File: src/wlr_defs.svh
`ifndef WLR_DEFS_SVH
`define WLR_DEFS_SVH

// register map
`define WLR_ADDR_W            8
`define WLR_DATA_W            8
`define WLR_ADDR_LOCK         8'h10
`define WLR_ADDR_SUPPLY_STAT  8'h02
`define WLR_ADDR_DEV_STAT2    8'h03
`define WLR_LOCK_RESET        8'h00

// lock register fields
`define WLR_BIT_INIT_DONE     7
`define WLR_BIT_REPORT_DIS    3
`define WLR_KEY_MSB           1
`define WLR_KEY_LSB           0
`define WLR_KEY_CLEAR_MASK    8'hFC
`define WLR_KEY_STEP1         2'h0
`define WLR_KEY_STEP2         2'h3
`define WLR_KEY_STEP3         2'h2

// status field placement
`define WLR_BIT_RW_ERR        5
`define WLR_BIT_SUPPLY_ERR    0

// error detection over user writable registers
`define WLR_USER_BYTES        16
`define WLR_USER_BITS         128
`define WLR_CODE_BYTES        17

// supply recovery timing
`define WLR_CLK_PERIOD_NS     8
`define WLR_SUP_RCV_US        100
`define WLR_SUP_RCV_CYCLES    ((`WLR_SUP_RCV_US * 1000) / `WLR_CLK_PERIOD_NS)
`define WLR_TIMER_W           16
`define WLR_TIMER_ZERO        16'h0000
`define WLR_TIMER_ONE         16'h0001

`endif

File: src/wlr_pkg.sv
`include "wlr_defs.svh"

package wlr_pkg;

  // host request from the serial front end
  typedef struct packed {
    logic                   write;
    logic [`WLR_ADDR_W-1:0] addr;
    logic [`WLR_DATA_W-1:0] wdata;
  } wlr_req_t;

  // answer to the serial front end
  typedef struct packed {
    logic                   mute;
    logic                   nack;
    logic                   err_code;
    logic [`WLR_DATA_W-1:0] data;
  } wlr_resp_t;

  // soft reset key tracking
  typedef enum logic [1:0] {
    WLR_KEY_IDLE,
    WLR_KEY_GOT1,
    WLR_KEY_GOT2
  } wlr_key_step_t;

endpackage : wlr_pkg

File: src/wlr_supply_mon.sv
`timescale 1ns/100ps
`include "wlr_defs.svh"

module wlr_supply_mon
  import wlr_pkg::*;
#(
  parameter int unsigned RCV_CYCLES = `WLR_SUP_RCV_CYCLES
) (
  // clock and reset
  input  wire logic core_clk,
  input  wire logic rst_n,
  // supply fault pin
  input  wire logic fault_pin,
  // mode and clear events
  input  wire logic i2c_mode,
  input  wire logic report_dis,
  input  wire logic clr_read,
  input  wire logic clr_tx,
  input  wire logic resp_taken,
  // state
  output logic      busy_r,
  output logic      err_r,
  output logic      code_pend_r
);

  localparam logic [`WLR_TIMER_W-1:0] RCV_LOAD = RCV_CYCLES[`WLR_TIMER_W-1:0];

  logic                    sync1_r;
  logic                    sync2_r;
  logic [`WLR_TIMER_W-1:0] timer_r;
  logic [`WLR_TIMER_W-1:0] timer_nxt;
  logic                    busy_nxt;
  logic                    err_nxt;
  logic                    pend_nxt;
  wire                     spi_mode  = !i2c_mode;
  wire                     timer_zero = (timer_r == `WLR_TIMER_ZERO);
  wire                     expiring   = (timer_r == `WLR_TIMER_ONE) && !sync2_r;
  wire                     clr_ok;

  // shared timer reloaded while the synchronised fault pin is high
  assign timer_nxt = sync2_r ? RCV_LOAD :
                     timer_zero ? timer_r : timer_r - `WLR_TIMER_ONE;
  assign busy_nxt  = (timer_nxt != `WLR_TIMER_ZERO);

  // clear paths per mode, only once the timer has run out
  assign clr_ok = timer_zero && (
                    (spi_mode && !report_dis && (clr_read || clr_tx)) ||
                    (spi_mode && report_dis) ||
                    (i2c_mode && clr_read));
  assign err_nxt  = sync2_r || (err_r && !clr_ok);

  // one error code response after expiry, in SPI mode with reporting enabled only
  assign pend_nxt = (expiring && err_r && spi_mode && !report_dis) ||
                    (code_pend_r && !resp_taken);

  always_ff @(posedge core_clk) begin
    if (!rst_n) begin
      sync1_r     <= 1'b0;
      sync2_r     <= 1'b0;
      timer_r     <= `WLR_TIMER_ZERO;
      busy_r      <= 1'b0;
      err_r       <= 1'b0;
      code_pend_r <= 1'b0;
    end else begin
      sync1_r     <= fault_pin;
      sync2_r     <= sync1_r;
      timer_r     <= timer_nxt;
      busy_r      <= busy_nxt;
      err_r       <= err_nxt;
      code_pend_r <= pend_nxt;
    end
  end

endmodule : wlr_supply_mon

File: src/wlr_lock_ctrl.sv
`timescale 1ns/100ps
`include "wlr_defs.svh"

module wlr_lock_ctrl
  import wlr_pkg::*;
#(
  parameter int unsigned SUP_RCV_CYCLES = `WLR_SUP_RCV_CYCLES
) (
  // clock and reset
  input  wire logic                       core_clk,
  input  wire logic                       rst_n,
  // host request from the serial front end
  input  wire logic                       req_valid,
  input  wire wlr_req_t                   req,
  input  wire logic                       i2c_mode,
  input  wire logic [`WLR_DATA_W-1:0]     ext_rdata,
  input  wire logic                       status_tx_err,
  // user writable register image
  input  wire logic [`WLR_USER_BITS-1:0]  user_regs,
  // self-test and supply
  input  wire logic                       self_test_req,
  input  wire logic                       supply_fault_pin,
  // answer to the front end
  output logic                            resp_valid_r,
  output wlr_resp_t                       resp_r,
  // write strobe to the other registers
  output logic                            ext_wr_en_r,
  output wlr_req_t                        ext_wr_r,
  // lock state and effects
  output logic [`WLR_DATA_W-1:0]          write_lock_reset_reg,
  output logic                            init_done_lock,
  output logic                            supply_error_report_disable,
  output logic                            soft_reset_r,
  output logic                            self_test_run_r,
  output logic                            rw_err_r,
  output logic                            supply_err,
  output logic                            supply_busy
);

  logic [`WLR_DATA_W-1:0]  lock_r;
  logic [`WLR_DATA_W-1:0]  lock_nxt;
  wlr_key_step_t           step_r;
  wlr_key_step_t           step_nxt;
  logic [`WLR_DATA_W-1:0]  code_snap_r;
  logic                    code_armed_r;
  logic                    rw_err_nxt;
  wlr_resp_t               resp_nxt;
  logic                    sup_err_w;
  logic                    sup_busy_w;
  logic                    sup_pend_w;

  // request decode
  wire                     lock_hit  = req_valid && (req.addr == `WLR_ADDR_LOCK);
  wire                     lock_wr   = lock_hit && req.write;
  wire                     lock_rd   = lock_hit && !req.write;
  wire                     other_wr  = req_valid && req.write && !lock_hit;
  wire                     other_acc = req_valid && !lock_hit;
  wire                     locked    = lock_r[`WLR_BIT_INIT_DONE];
  wire [1:0]               key_w     = req.wdata[`WLR_KEY_MSB:`WLR_KEY_LSB];
  wire                     sup_rd    = req_valid && !req.write &&
                                       (req.addr == `WLR_ADDR_SUPPLY_STAT);
  wire                     stat2_rd  = req_valid && !req.write &&
                                       (req.addr == `WLR_ADDR_DEV_STAT2);

  // key sequence tracking
  wire                     key_s1    = (key_w == `WLR_KEY_STEP1);
  wire                     key_s2    = (key_w == `WLR_KEY_STEP2);
  wire                     key_s3    = (key_w == `WLR_KEY_STEP3);
  wire                     key_fire  = lock_wr && (step_r == WLR_KEY_GOT2) && key_s3;

  always_comb begin
    step_nxt = step_r;
    if (lock_wr) begin
      unique case (step_r)
        WLR_KEY_GOT1: begin
          step_nxt = key_s2 ? WLR_KEY_GOT2 :
                     key_s1 ? WLR_KEY_GOT1 : WLR_KEY_IDLE;
        end
        WLR_KEY_GOT2: begin
          step_nxt = key_s3 ? WLR_KEY_IDLE :
                     key_s1 ? WLR_KEY_GOT1 : WLR_KEY_IDLE;
        end
        WLR_KEY_IDLE: begin
          step_nxt = key_s1 ? WLR_KEY_GOT1 : WLR_KEY_IDLE;
        end
        default: begin
          step_nxt = WLR_KEY_IDLE;
        end
      endcase
    end else if (lock_rd || other_acc) begin
      step_nxt = WLR_KEY_IDLE;
    end
  end

  // lock register update
  wire [`WLR_DATA_W-1:0]   wr_open   = {lock_r[`WLR_BIT_INIT_DONE] |
                                        req.wdata[`WLR_BIT_INIT_DONE],
                                        req.wdata[`WLR_BIT_INIT_DONE-1:0]};
  wire [`WLR_DATA_W-1:0]   wr_locked = {lock_r[`WLR_DATA_W-1:`WLR_KEY_MSB+1],
                                        key_w};

  assign lock_nxt = lock_wr ? (locked ? wr_locked : wr_open) :
                    lock_rd ? (lock_r & `WLR_KEY_CLEAR_MASK) :
                    lock_r;

  // write strobe for the rest of the map
  wire                     ext_wr_ok = other_wr && !locked;

  // error detection code, key bits masked
  wire [`WLR_CODE_BYTES*`WLR_DATA_W-1:0] code_src =
    {user_regs, lock_r & `WLR_KEY_CLEAR_MASK};
  logic [`WLR_DATA_W-1:0]  code_now;

  genvar gi;
  generate
    for (gi = 0; gi < `WLR_DATA_W; gi++) begin : g_code
      logic [`WLR_CODE_BYTES-1:0] col;
      genvar gj;
      for (gj = 0; gj < `WLR_CODE_BYTES; gj++) begin : g_col
        assign col[gj] = code_src[gj*`WLR_DATA_W + ((gi + gj) % `WLR_DATA_W)];
      end
      assign code_now[gi] = ^col;
    end
  endgenerate

  wire                     code_bad  = code_armed_r && (code_now != code_snap_r);
  assign rw_err_nxt = code_bad || (rw_err_r && !stat2_rd);

  // supply monitor
  wlr_supply_mon #(
    .RCV_CYCLES (SUP_RCV_CYCLES)
  ) u_supply (
    .core_clk    (core_clk),
    .rst_n       (rst_n),
    .fault_pin   (supply_fault_pin),
    .i2c_mode    (i2c_mode),
    .report_dis  (lock_r[`WLR_BIT_REPORT_DIS]),
    .clr_read    (sup_rd),
    .clr_tx      (status_tx_err || (req_valid && sup_pend_w)),
    .resp_taken  (req_valid && !sup_busy_w),
    .busy_r      (sup_busy_w),
    .err_r       (sup_err_w),
    .code_pend_r (sup_pend_w)
  );

  // read data selection
  wire [`WLR_DATA_W-1:0]   rd_stat2  = ext_rdata |
                                       ({{(`WLR_DATA_W-1){1'b0}}, rw_err_r} << `WLR_BIT_RW_ERR);
  wire [`WLR_DATA_W-1:0]   rd_sup    = ext_rdata |
                                       ({{(`WLR_DATA_W-1){1'b0}}, sup_err_w} << `WLR_BIT_SUPPLY_ERR);
  wire [`WLR_DATA_W-1:0]   rd_data   = lock_rd  ? (lock_r & `WLR_KEY_CLEAR_MASK) :
                                       stat2_rd ? rd_stat2 :
                                       sup_rd   ? rd_sup : ext_rdata;

  // answer build
  always_comb begin
    resp_nxt          = '0;
    resp_nxt.mute     = sup_busy_w || key_fire;
    resp_nxt.nack     = key_fire && i2c_mode;
    resp_nxt.err_code = sup_pend_w && !sup_busy_w;
    resp_nxt.data     = lock_wr ? lock_nxt : rd_data;
  end

  always_ff @(posedge core_clk) begin
    if (!rst_n) begin
      lock_r       <= `WLR_LOCK_RESET;
      step_r       <= WLR_KEY_IDLE;
      resp_valid_r <= 1'b0;
      resp_r       <= '0;
      ext_wr_en_r  <= 1'b0;
      ext_wr_r     <= '0;
      soft_reset_r <= 1'b0;
    end else begin
      lock_r       <= lock_nxt;
      step_r       <= step_nxt;
      resp_valid_r <= req_valid;
      resp_r       <= resp_nxt;
      ext_wr_en_r  <= ext_wr_ok;
      ext_wr_r     <= req;
      soft_reset_r <= key_fire;
    end
  end

  always_ff @(posedge core_clk) begin
    if (!rst_n) begin
      code_armed_r    <= 1'b0;
      code_snap_r     <= '0;
      rw_err_r        <= 1'b0;
      self_test_run_r <= 1'b0;
    end else begin
      code_armed_r    <= locked;
      if (locked && !code_armed_r) begin
        code_snap_r <= code_now;
      end
      rw_err_r        <= rw_err_nxt;
      self_test_run_r <= self_test_req && !locked;
    end
  end

  // state seen outside
  assign write_lock_reset_reg        = lock_r;
  assign init_done_lock              = lock_r[`WLR_BIT_INIT_DONE];
  assign supply_error_report_disable = lock_r[`WLR_BIT_REPORT_DIS];
  assign supply_err                  = sup_err_w;
  assign supply_busy                 = sup_busy_w;

endmodule : wlr_lock_ctrl

File: config.mk
export PLATFORM = sky130hd
export DESIGN_NAME = wlr_lock_ctrl
export DESIGN_NICKNAME = d
export VERILOG_FILES = /design/src/wlr_pkg.sv /design/src/wlr_supply_mon.sv /design/src/wlr_lock_ctrl.sv
export VERILOG_INCLUDE_DIRS = /design/src /design/src/src
export SDC_FILE = /design/constraint.sdc
export NUM_CORES = 1
export LEC_CHECK = 0
export ABC_AREA = 0
export BUFFER_PORTS_ARGS = -buffer_cell sky130_fd_sc_hd__buf_2
export CAP_MARGIN = 20
export CORE_ASPECT_RATIO = 1.75
export CORE_UTILIZATION = 51
export CTS_BUF_LIST = sky130_fd_sc_hd__clkbuf_4 sky130_fd_sc_hd__clkbuf_8 sky130_fd_sc_hd__clkbuf_16
export DETAILED_ROUTE_END_ITERATION = 16
export PLACE_DENSITY = 0.9
export SYNTH_ARGS = -nofsm -noshare
export SYNTH_HDL_FRONTEND = slang
export SYNTH_HIERARCHICAL = 1
export SYNTH_SLANG_ARGS = --single-unit
File: constraint.sdc
create_clock -name core_clk -period 4.66 [get_ports core_clk]
set_clock_uncertainty 0.15 [all_clocks]
set_input_delay 0.233 -clock core_clk [delete_from_list [all_inputs] [get_ports core_clk]]
set_output_delay 0.233 -clock core_clk [all_outputs]
set_load 0.03 [all_outputs]
==> flow_results.org, run 1 <==
** Cells and area
- Most frequent cells in the layout :: sky130_fd_sc_hd__buf_2, sky130_fd_sc_hd__xnor2_1, sky130_fd_sc_hd__dfxtp_1
- Most common cell after layout, fill and taps aside :: sky130_fd_sc_hd__buf_2
- Proportion of layout cells with a drive suffix above 1 :: 36.2%
- Non-filler instance count after layout :: 783
- Layout Nets :: 821
- Register ranked first by flip-flop count :: ext_wr_r
- From synthesis to final layout, the design area changed by 34.3%.
- The register with the most flip-flops in the layout has 17 of them.
- The largest registers in the layout are ext_wr_r (17), u_supply/timer_r (16), resp_r (11).
- After routing the design area is 5850 sq um.

** CTS
- Max Buffers Root-to-Sink :: 2
- Clock-pin slew was measured on the worst setup and hold paths at 60 ps.
- CTS built an H-tree with a depth of 3.
- The tree is rooted in a sky130_fd_sc_hd__clkbuf_16.
- Gates resized during post-CTS repair numbered 0.
- Buffers inserted during post-CTS setup optimization :: 0
- The later pin in the worst-skew pair is clocked with a latency of 330 ps.
- TritonCTS built the clock tree.
- In this run, CTS created clock tree buffers numbering 9.
- The tree built by TritonCTS fans out to 73 sinks.

** GRT
- Busiest layer in global routing :: met2
- In the global route stage, met3 resource usage came out at 8.52%.
- In the global route stage, met2 resource usage came out at 56.5%.
- Entering global routing, the biggest net connects 30 pins.
- Global-route wire length before repair :: 20000 um
- Vias in the first global route :: 4233
- The number of antenna violations at the first check in global routing came to 5.
- Overflow left after global routing :: 0
- Global routing consumed, over all layers together, 29.8% of the routing resources.
- Met1 Usage GRT :: 26.0%

** Yosys
- Basic-gate share of the synthesized area counting and, or, nand and nor cells :: 19.8%
- Synth cell types :: 58
- The number of nets handed over by synthesis was 610.
- Summing the areas of all xor and xnor instances in the mapped netlist gives 33.0% of the synthesized area.
- Ys async rst share :: 0%
- Synthesized area :: 4350 sq um
- The synthesized netlist devotes 0.862% of its cell area to adder and majority cells.
- The synthesized netlist devotes 8.53% of its cell area to compound gates.
- In this run, synthesis inferred 0 flip-flops with an integrated enable.
- Number of synthesis warnings :: 6
- Post-synthesis area per instance :: 9.74 sq um
- Main combinational cell family by area after synthesis :: XOR/XNOR gates
- Instance count of the mapped netlist :: 447
- Sequential element share of the synthesized area :: 33.6%
- Fraction of synthesized area in multiplexers :: 1.87%
- Prevailing post-synth register cell :: sky130_fd_sc_hd__dfxtp_1
- The synthesized design contains 73 register bits.

** Timing
- Setup TNS :: 0 ps
- The count of final max-slew check failures is 0.
- RSZ-0062 raised after global routing :: false
- In the finished design, the share of the clock period the worst path needs comes to 64.6%.
- Final count of hold timing violations :: 0
- Setup violation total in the final timing report :: 0
- For the pin with the worst max-slew slack, the measured transition is 877 ps.
- Max_slew headroom :: 41.4%
- Final period demand of the worst path :: 3010 ps
- Highest Clock Rate :: 332 MHz

** Placed design
- Count of input and output buffers :: 204
- Gp weighted congestion :: 0.953
- Summing all placed instances gives a cell area of 5440 sq um.
- Total placed cells including tap cells :: 751
- After legalization and detailed placement, the total HPWL measured 10500 um.

** Die
- During I/O placement, the number of pins put on the boundary was 205.
- Count of standard-cell rows :: 44
- Once the floorplan was initialized, standard cells occupied 52.4% of the core.
- From bottom edge to top edge, the die measures 124 um.
- DIE AREA :: 8930 sq um
- After floorplanning, the core was sized to cover 8310 sq um.
- In this run the horizontal extent of the chip is 71.8 um.

** Critical path
- The number of buffers and inverters on the critical path is 2.
- On the critical path the largest part of the delay comes from simple AND/OR/NAND/NOR gates.
- The critical path is of the in2reg type.
- Of all nets on the critical path, the largest fanout is 21.
- Slowest cell on the critical path :: sky130_fd_sc_hd__and3b_1
- STA puts the critical path data arrival time at 3090 ps.
- The worst setup path is captured at a register.
- The signal on the critical path passes through dlygate4sd3_1, buf_2, or4_1, nor3_1, and3b_1, nand3_1, or3_1, a21oi_1.
- Required time of the worst setup path :: 4740 ps
- Slowest cell delay on critical path :: 660 ps
- The worst setup path is launched from an input port.

** Route
- Wires add up to 13300 um.
- Number of DRC violations after detailed routing :: 0
- Once detail routing completed, the nets flagged for antenna violations numbered 0.
- After detailed routing, the number of vias per cell comes to 5.22.
- Number of search-and-repair iterations in the first detailed-routing pass :: 4
- For this block, the via count after detailed routing is 4086.
- Routed wire per std cell :: 17.0 um
- First-iteration detailed-routing DRC count :: 206

** Power
- Across the VDD grid, the largest voltage drop is 378 uV.
- The analysis attributes to cell leakage a power of 2.70 nW.
- Dividing total power by cell area gives a power density of 442 nW/um^2.

** Min path
- The worst hold path belongs to the class in2reg.

** Flow run
- Total of max-cap violations :: 0

** Status
- Run status :: completed
-- synthesized netlist by cell type, types with 3 or more instances --
cell type,number,area (sq um)
sky130_fd_sc_hd__xnor2_1,90,788
sky130_fd_sc_hd__dfxtp_1,73,1460
sky130_fd_sc_hd__nor2_1,34,128
sky130_fd_sc_hd__and2_1,26,163
sky130_fd_sc_hd__nand2_1,26,97.6
sky130_fd_sc_hd__a21oi_1,24,120
sky130_fd_sc_hd__xor2_1,23,201
sky130_fd_sc_hd__nand3_1,16,80.1
sky130_fd_sc_hd__xnor3_1,10,225
sky130_fd_sc_hd__a211oi_1,7,52.6
sky130_fd_sc_hd__clkbuf_1,7,26.3
sky130_fd_sc_hd__mux2i_1,7,70.1
sky130_fd_sc_hd__nand2b_1,6,37.5
sky130_fd_sc_hd__nand4_1,6,37.5
sky130_fd_sc_hd__inv_1,5,18.8
sky130_fd_sc_hd__nor3b_1,5,37.5
sky130_fd_sc_hd__o21ai_0,5,25.0
sky130_fd_sc_hd__buf_2,4,20.0
sky130_fd_sc_hd__nor2b_1,4,25.0
sky130_fd_sc_hd__xnor3_2,4,95.1
sky130_fd_sc_hd__a31oi_1,3,18.8
sky130_fd_sc_hd__a41oi_1,3,26.3
sky130_fd_sc_hd__and3b_1,3,26.3
sky130_fd_sc_hd__ha_1,3,37.5
sky130_fd_sc_hd__nand3b_1,3,22.5
sky130_fd_sc_hd__nor3_1,3,15.0
sky130_fd_sc_hd__or3_1,3,18.8
-- power breakdown --
part	switching [mW]	total [mW]	internal (mW)
sequential	0.105	0.802	0.697
combinational	0.582	1.15	0.564
clock	0.252	0.638	0.386
total	0.940	2.59	1.65
-- path summary, 6_finish.rpt --
kind / to / start / slack (ps) / cells past startpoint
hold / removal: ext_wr_r[4] / req[4] / 7 / 2
setup reg to reg: u_supply/busy_r / u_supply/timer_r[0] / 2080 / 7
hold reg to reg: u_supply/sync2_r / u_supply/sync1_r / 280 / 1
setup / recovery: step_r[1] / req[11] / 1650 / 8
-- metal layers --
metal	vias up	part of all wire (%)
li1	1951	-
met1	1866	31
met2	214	54
met3	55	8.8
met4	0	5.5
met5	-	0
-- metrics by stage --
stage / worst slack [ps] / utilization [%] / power [mW] / hold WS (ps)
floorplan: 2190 / - / 1.64 / 180
global placement: 2050 / 65.5 / 1.91 / 267
detailed placement: 1950 / 65.5 / 1.93 / 270
CTS: 1710 / 70.1 / 2.59 / 0.178
global route: 1490 / 70.2 / 2.72 / 14.0
finish: 1650 / 70.3 / 2.59 / 7.42
-- what timing repair did --
action	in CTS	in global routing
hold buffers	10	1
hold endpoints to repair	10	1
endpoints found under the setup margin	0	0
-- cell type report --
cell class	count	area, sq um
Antenna cell	5	12.5
Clock buffer	11	253
Clock inverter	5	30.0
Fill cell	598	2460
Inverter	7	26.3
Multi-Input combinational cell	352	2790
Sequential cell	73	1460
Tap cell	115	144
Timing Repair Buffer	215	1130
-- cells by family after synthesis --
group,count (synthesis)
AO/OA/AOI/OAI,57
XOR/XNOR,133
adder cells (fa/ha/maj),3
buffers and inverters,22
flip-flops,73
multiplexers,8
AND/OR/NAND/NOR,151
Power figures use the tool's default switching activity.
==> run 2: changes to the inputs <==
CORE_UTILIZATION = 43   (was 51)
PLACE_DENSITY = 0.81   (was 0.9)
clock period = 2.71 ns   (was 4.66 ns; I/O delays follow)
==> run 2 against run 1 <==
Clock power up 110%. Via count up 0.61%. Final cell count up 3.8%. Non-clock buffer count up 23. Combinational power up 76%. Critical path type unchanged. Largest cell class unchanged.
==> flow_results.org, run 2 (same netlist as run 1, synthesis figures left out) <==
** Critical path
- Required time of the worst setup path :: 2800 ps (was 4740 ps)
- Crit path kind :: in2reg (unchanged)
- Worst Setup SP :: req[11] (unchanged)
- Slowest cell on the critical path :: sky130_fd_sc_hd__dlygate4sd3_1 (was sky130_fd_sc_hd__and3b_1)
- The data arrival at the endpoint of the critical path was 2490 ps (was 3090 ps).
- Category of the worst setup path launch point :: input port (unchanged)
- Slowest cell delay on critical path :: 550 ps (was 660 ps)
- Critical-path cell list :: dlygate4sd3_1, buf_2, or4_1, nor3_1, and3b_1, nand3_1, or3_1, a21oi_1 (unchanged)
- The capturing element type of the critical path was a register (unchanged).
- The largest fanout of any net on the critical path is 6 (was 21).
- Launch instance of the worst register-to-register path :: u_supply/timer_r[0] (unchanged)

** Power
- The power per unit of standard cell area was 771 nW/um^2 (was 442 nW/um^2).
- Static leakage :: 2.82 nW (was 2.70 nW)
- Final total power :: 4.71 mW (was 2.59 mW)
- Peak supply drop :: 619 uV (was 378 uV)

** Timing
- RSZ-0062 raised after global routing :: false (unchanged)
- The total of endpoints with negative setup slack in the final report was 0 (unchanged).
- Highest Clock Rate :: 416 MHz
- The slew at the pin closest to its max-slew limit is 772 ps (was 877 ps).
- Of the available clock period, the critical path in the final layout requires 88.8%.
- The count of final max-slew check failures was 0 (unchanged).
- The count of endpoints failing hold in the final timing report came to 0 (unchanged).
- The setup TNS was 0 ps (unchanged).
- Final period demand of the worst path :: 2410 ps
- Max_slew headroom :: 48.4% (was 41.4%)

** CTS
- Post-CTS clock slew at the launch and capture registers of the worst setup and hold paths :: 60 ps (about the same)
- The CTS buffer count came to 9 (unchanged).
- The clock latency on the worst-skew pair was 320 ps (was 330 ps).
- Number of sinks on the clock net :: 73 (unchanged)
- Number of H-tree levels :: 3 (unchanged)
- The post-CTS setup buffer count came to 0 (unchanged).
- The number of buffers between clock root and the deepest sink came to 2 (unchanged).
- CTS tree :: done (unchanged)
- Clock Tree Root :: sky130_fd_sc_hd__clkbuf_16 (unchanged)

** Route
- The via density per instance came to 5.06 (was 5.22).
- Number of search-and-repair iterations in the first detailed-routing pass :: 4 (unchanged)
- The DRC violation count after routing was 0 (unchanged).
- DR vias :: 4111 (was 4086)
- Detail Route Antenna Nets :: 0 (unchanged)
- Routed wire per std cell :: 16.4 um (was 17.0 um)
- The sum of routed wire length over all layers was 13300 um (about the same).
- The initial detailed-routing violation count is 126 (was 206).

** Die
- Core area :: 9850 sq um (was 8310 sq um)
- The number of top-level design ports was 205 (unchanged).
- Count of standard-cell rows :: 48 (was 44)
- DIE AREA :: 10500 sq um (was 8930 sq um)
- X dimension of the die :: 78.1 um (was 71.8 um)
- Height of the die :: 135 um (was 124 um)
- The starting utilization of the core area came to 44.2% (was 52.4%).

** Cells and area
- Non-filler instance count after layout :: 813 (was 783)
- Most common cell after layout, fill and taps aside :: sky130_fd_sc_hd__buf_2 (unchanged)
- Most frequent cells in the layout: sky130_fd_sc_hd__buf_2, sky130_fd_sc_hd__xnor2_1, sky130_fd_sc_hd__dfxtp_1 (unchanged).
- Post-synthesis to final-layout area growth :: 40.4% (was 34.3%)
- Register ranked first by flip-flop count :: ext_wr_r (unchanged)
- Layout Nets :: 844 (was 821)
- The fraction of final layout cells sized beyond drive strength 1 is 36.3% (was 36.2%).
- Largest registers :: ext_wr_r (17), u_supply/timer_r (16), resp_r (11) (unchanged)
- Max reg flops :: 17 (unchanged)

** Placed design
- The routability congestion estimate from global placement came to 0.944 (was 0.953).
- The number of I/O port buffers was 204 (unchanged).
- The placed wire-length estimate after detailed placement was 10500 um (about the same).
- Total placed cells including tap cells :: 770 (was 751)

** Min path
- Beginning of the worst hold path :: req_valid (was req[4])
- The type of the most critical hold path was in2reg (unchanged).

** GRT
- The first-pass GRT wire length was 20300 um (was 20000 um).
- Global-route usage over all layers :: 25.5% (was 29.8%)
- The number of antenna violations at the first check in global routing came to 2 (was 5).
- Pin count of the biggest net entering global routing :: 29 (was 30)
- The number of global-route vias before repair was 4348 (was 4233).
- Overflow left after global routing :: 0 (unchanged)

** Status
- Run status: completed (unchanged).

** Flow run
- Total of max-cap violations :: 0 (unchanged)
run 2: cell count changes in the layout (fill, tap and decap cells not counted):
| cell | change |
|---|---|
| sky130_fd_sc_hd__dlygate4sd3_1 | +14 |
| sky130_fd_sc_hd__clkinv_2 | -3 |
| sky130_fd_sc_hd__diode_2 | -3 |
| sky130_fd_sc_hd__bufinv_16 | +2 |
| sky130_fd_sc_hd__buf_4 | +9 |
| sky130_fd_sc_hd__clkbuf_4 | +1 |
run 2: area by class of cell:
class                      instances  area [sq um]
clock buffer                      12           260
sequential                        73          1460
timing repair buffer             238          1340
multi-input combinational        352          2790
antenna                            2          5.00
clock inverter                     4          75.1
tap                              125           156
inverter                           7          26.3
fill                             844          3740
run 2: metal layers:
metal | wire length (um) | track usage [%]
met5 | 0 | 0
met4 | 579 | 13.6
met3 | 986 | 6.35
met2 | 7360 | 51.1
met1 | 4400 | 22.3
run 2: report_power, final:
group	switching (mW)	internal (mW)	total, mW
Combinational	1.00	1.02	2.02
Sequential	0.186	1.20	1.39
Clock	0.440	0.866	1.31
Total	1.63	3.09	4.71
run 2: path summary, 6_finish.rpt:
| path | slack (ps) | cells after the start | to |
|---|---|---|---|
| max reg2reg | 370 | 7 | u_supply/busy_r |
| min | 5 | 2 | resp_valid_r |
| min reg2reg | 300 | 1 | u_supply/sync2_r |
| max | 300 | 8 | step_r[1] |
run 2: timing repair:
action                                  in CTS  in global routing
hold buffers                                25                  0
endpoints found under the hold margin       33                  0
gates resized for setup                      0                  0
endpoints found under the setup margin       0                  0
run 2: critical path, delay by kind of cell:
family                 cells  cell delay [ps]
AO/OA/AOI/OAI              1              140
buffers and inverters      2              680
AND/OR/NAND/NOR            5             1550
run 2: metrics by stage:
step | hold slack (ps) | cell area [sq um] | worst slack (ps) | util (%)
after global routing | 15.0 | 6110 | 157 | 62.0
after detailed placement | 203 | 5520 | 442 | 56.1
after global placement | 195 | 5520 | 446 | 56.1
after CTS | 4.14 | 6110 | 300 | 62.0
final | 5.08 | 6110 | 304 | 62.1
after floorplan | 82.9 | 4350 | 241 | -
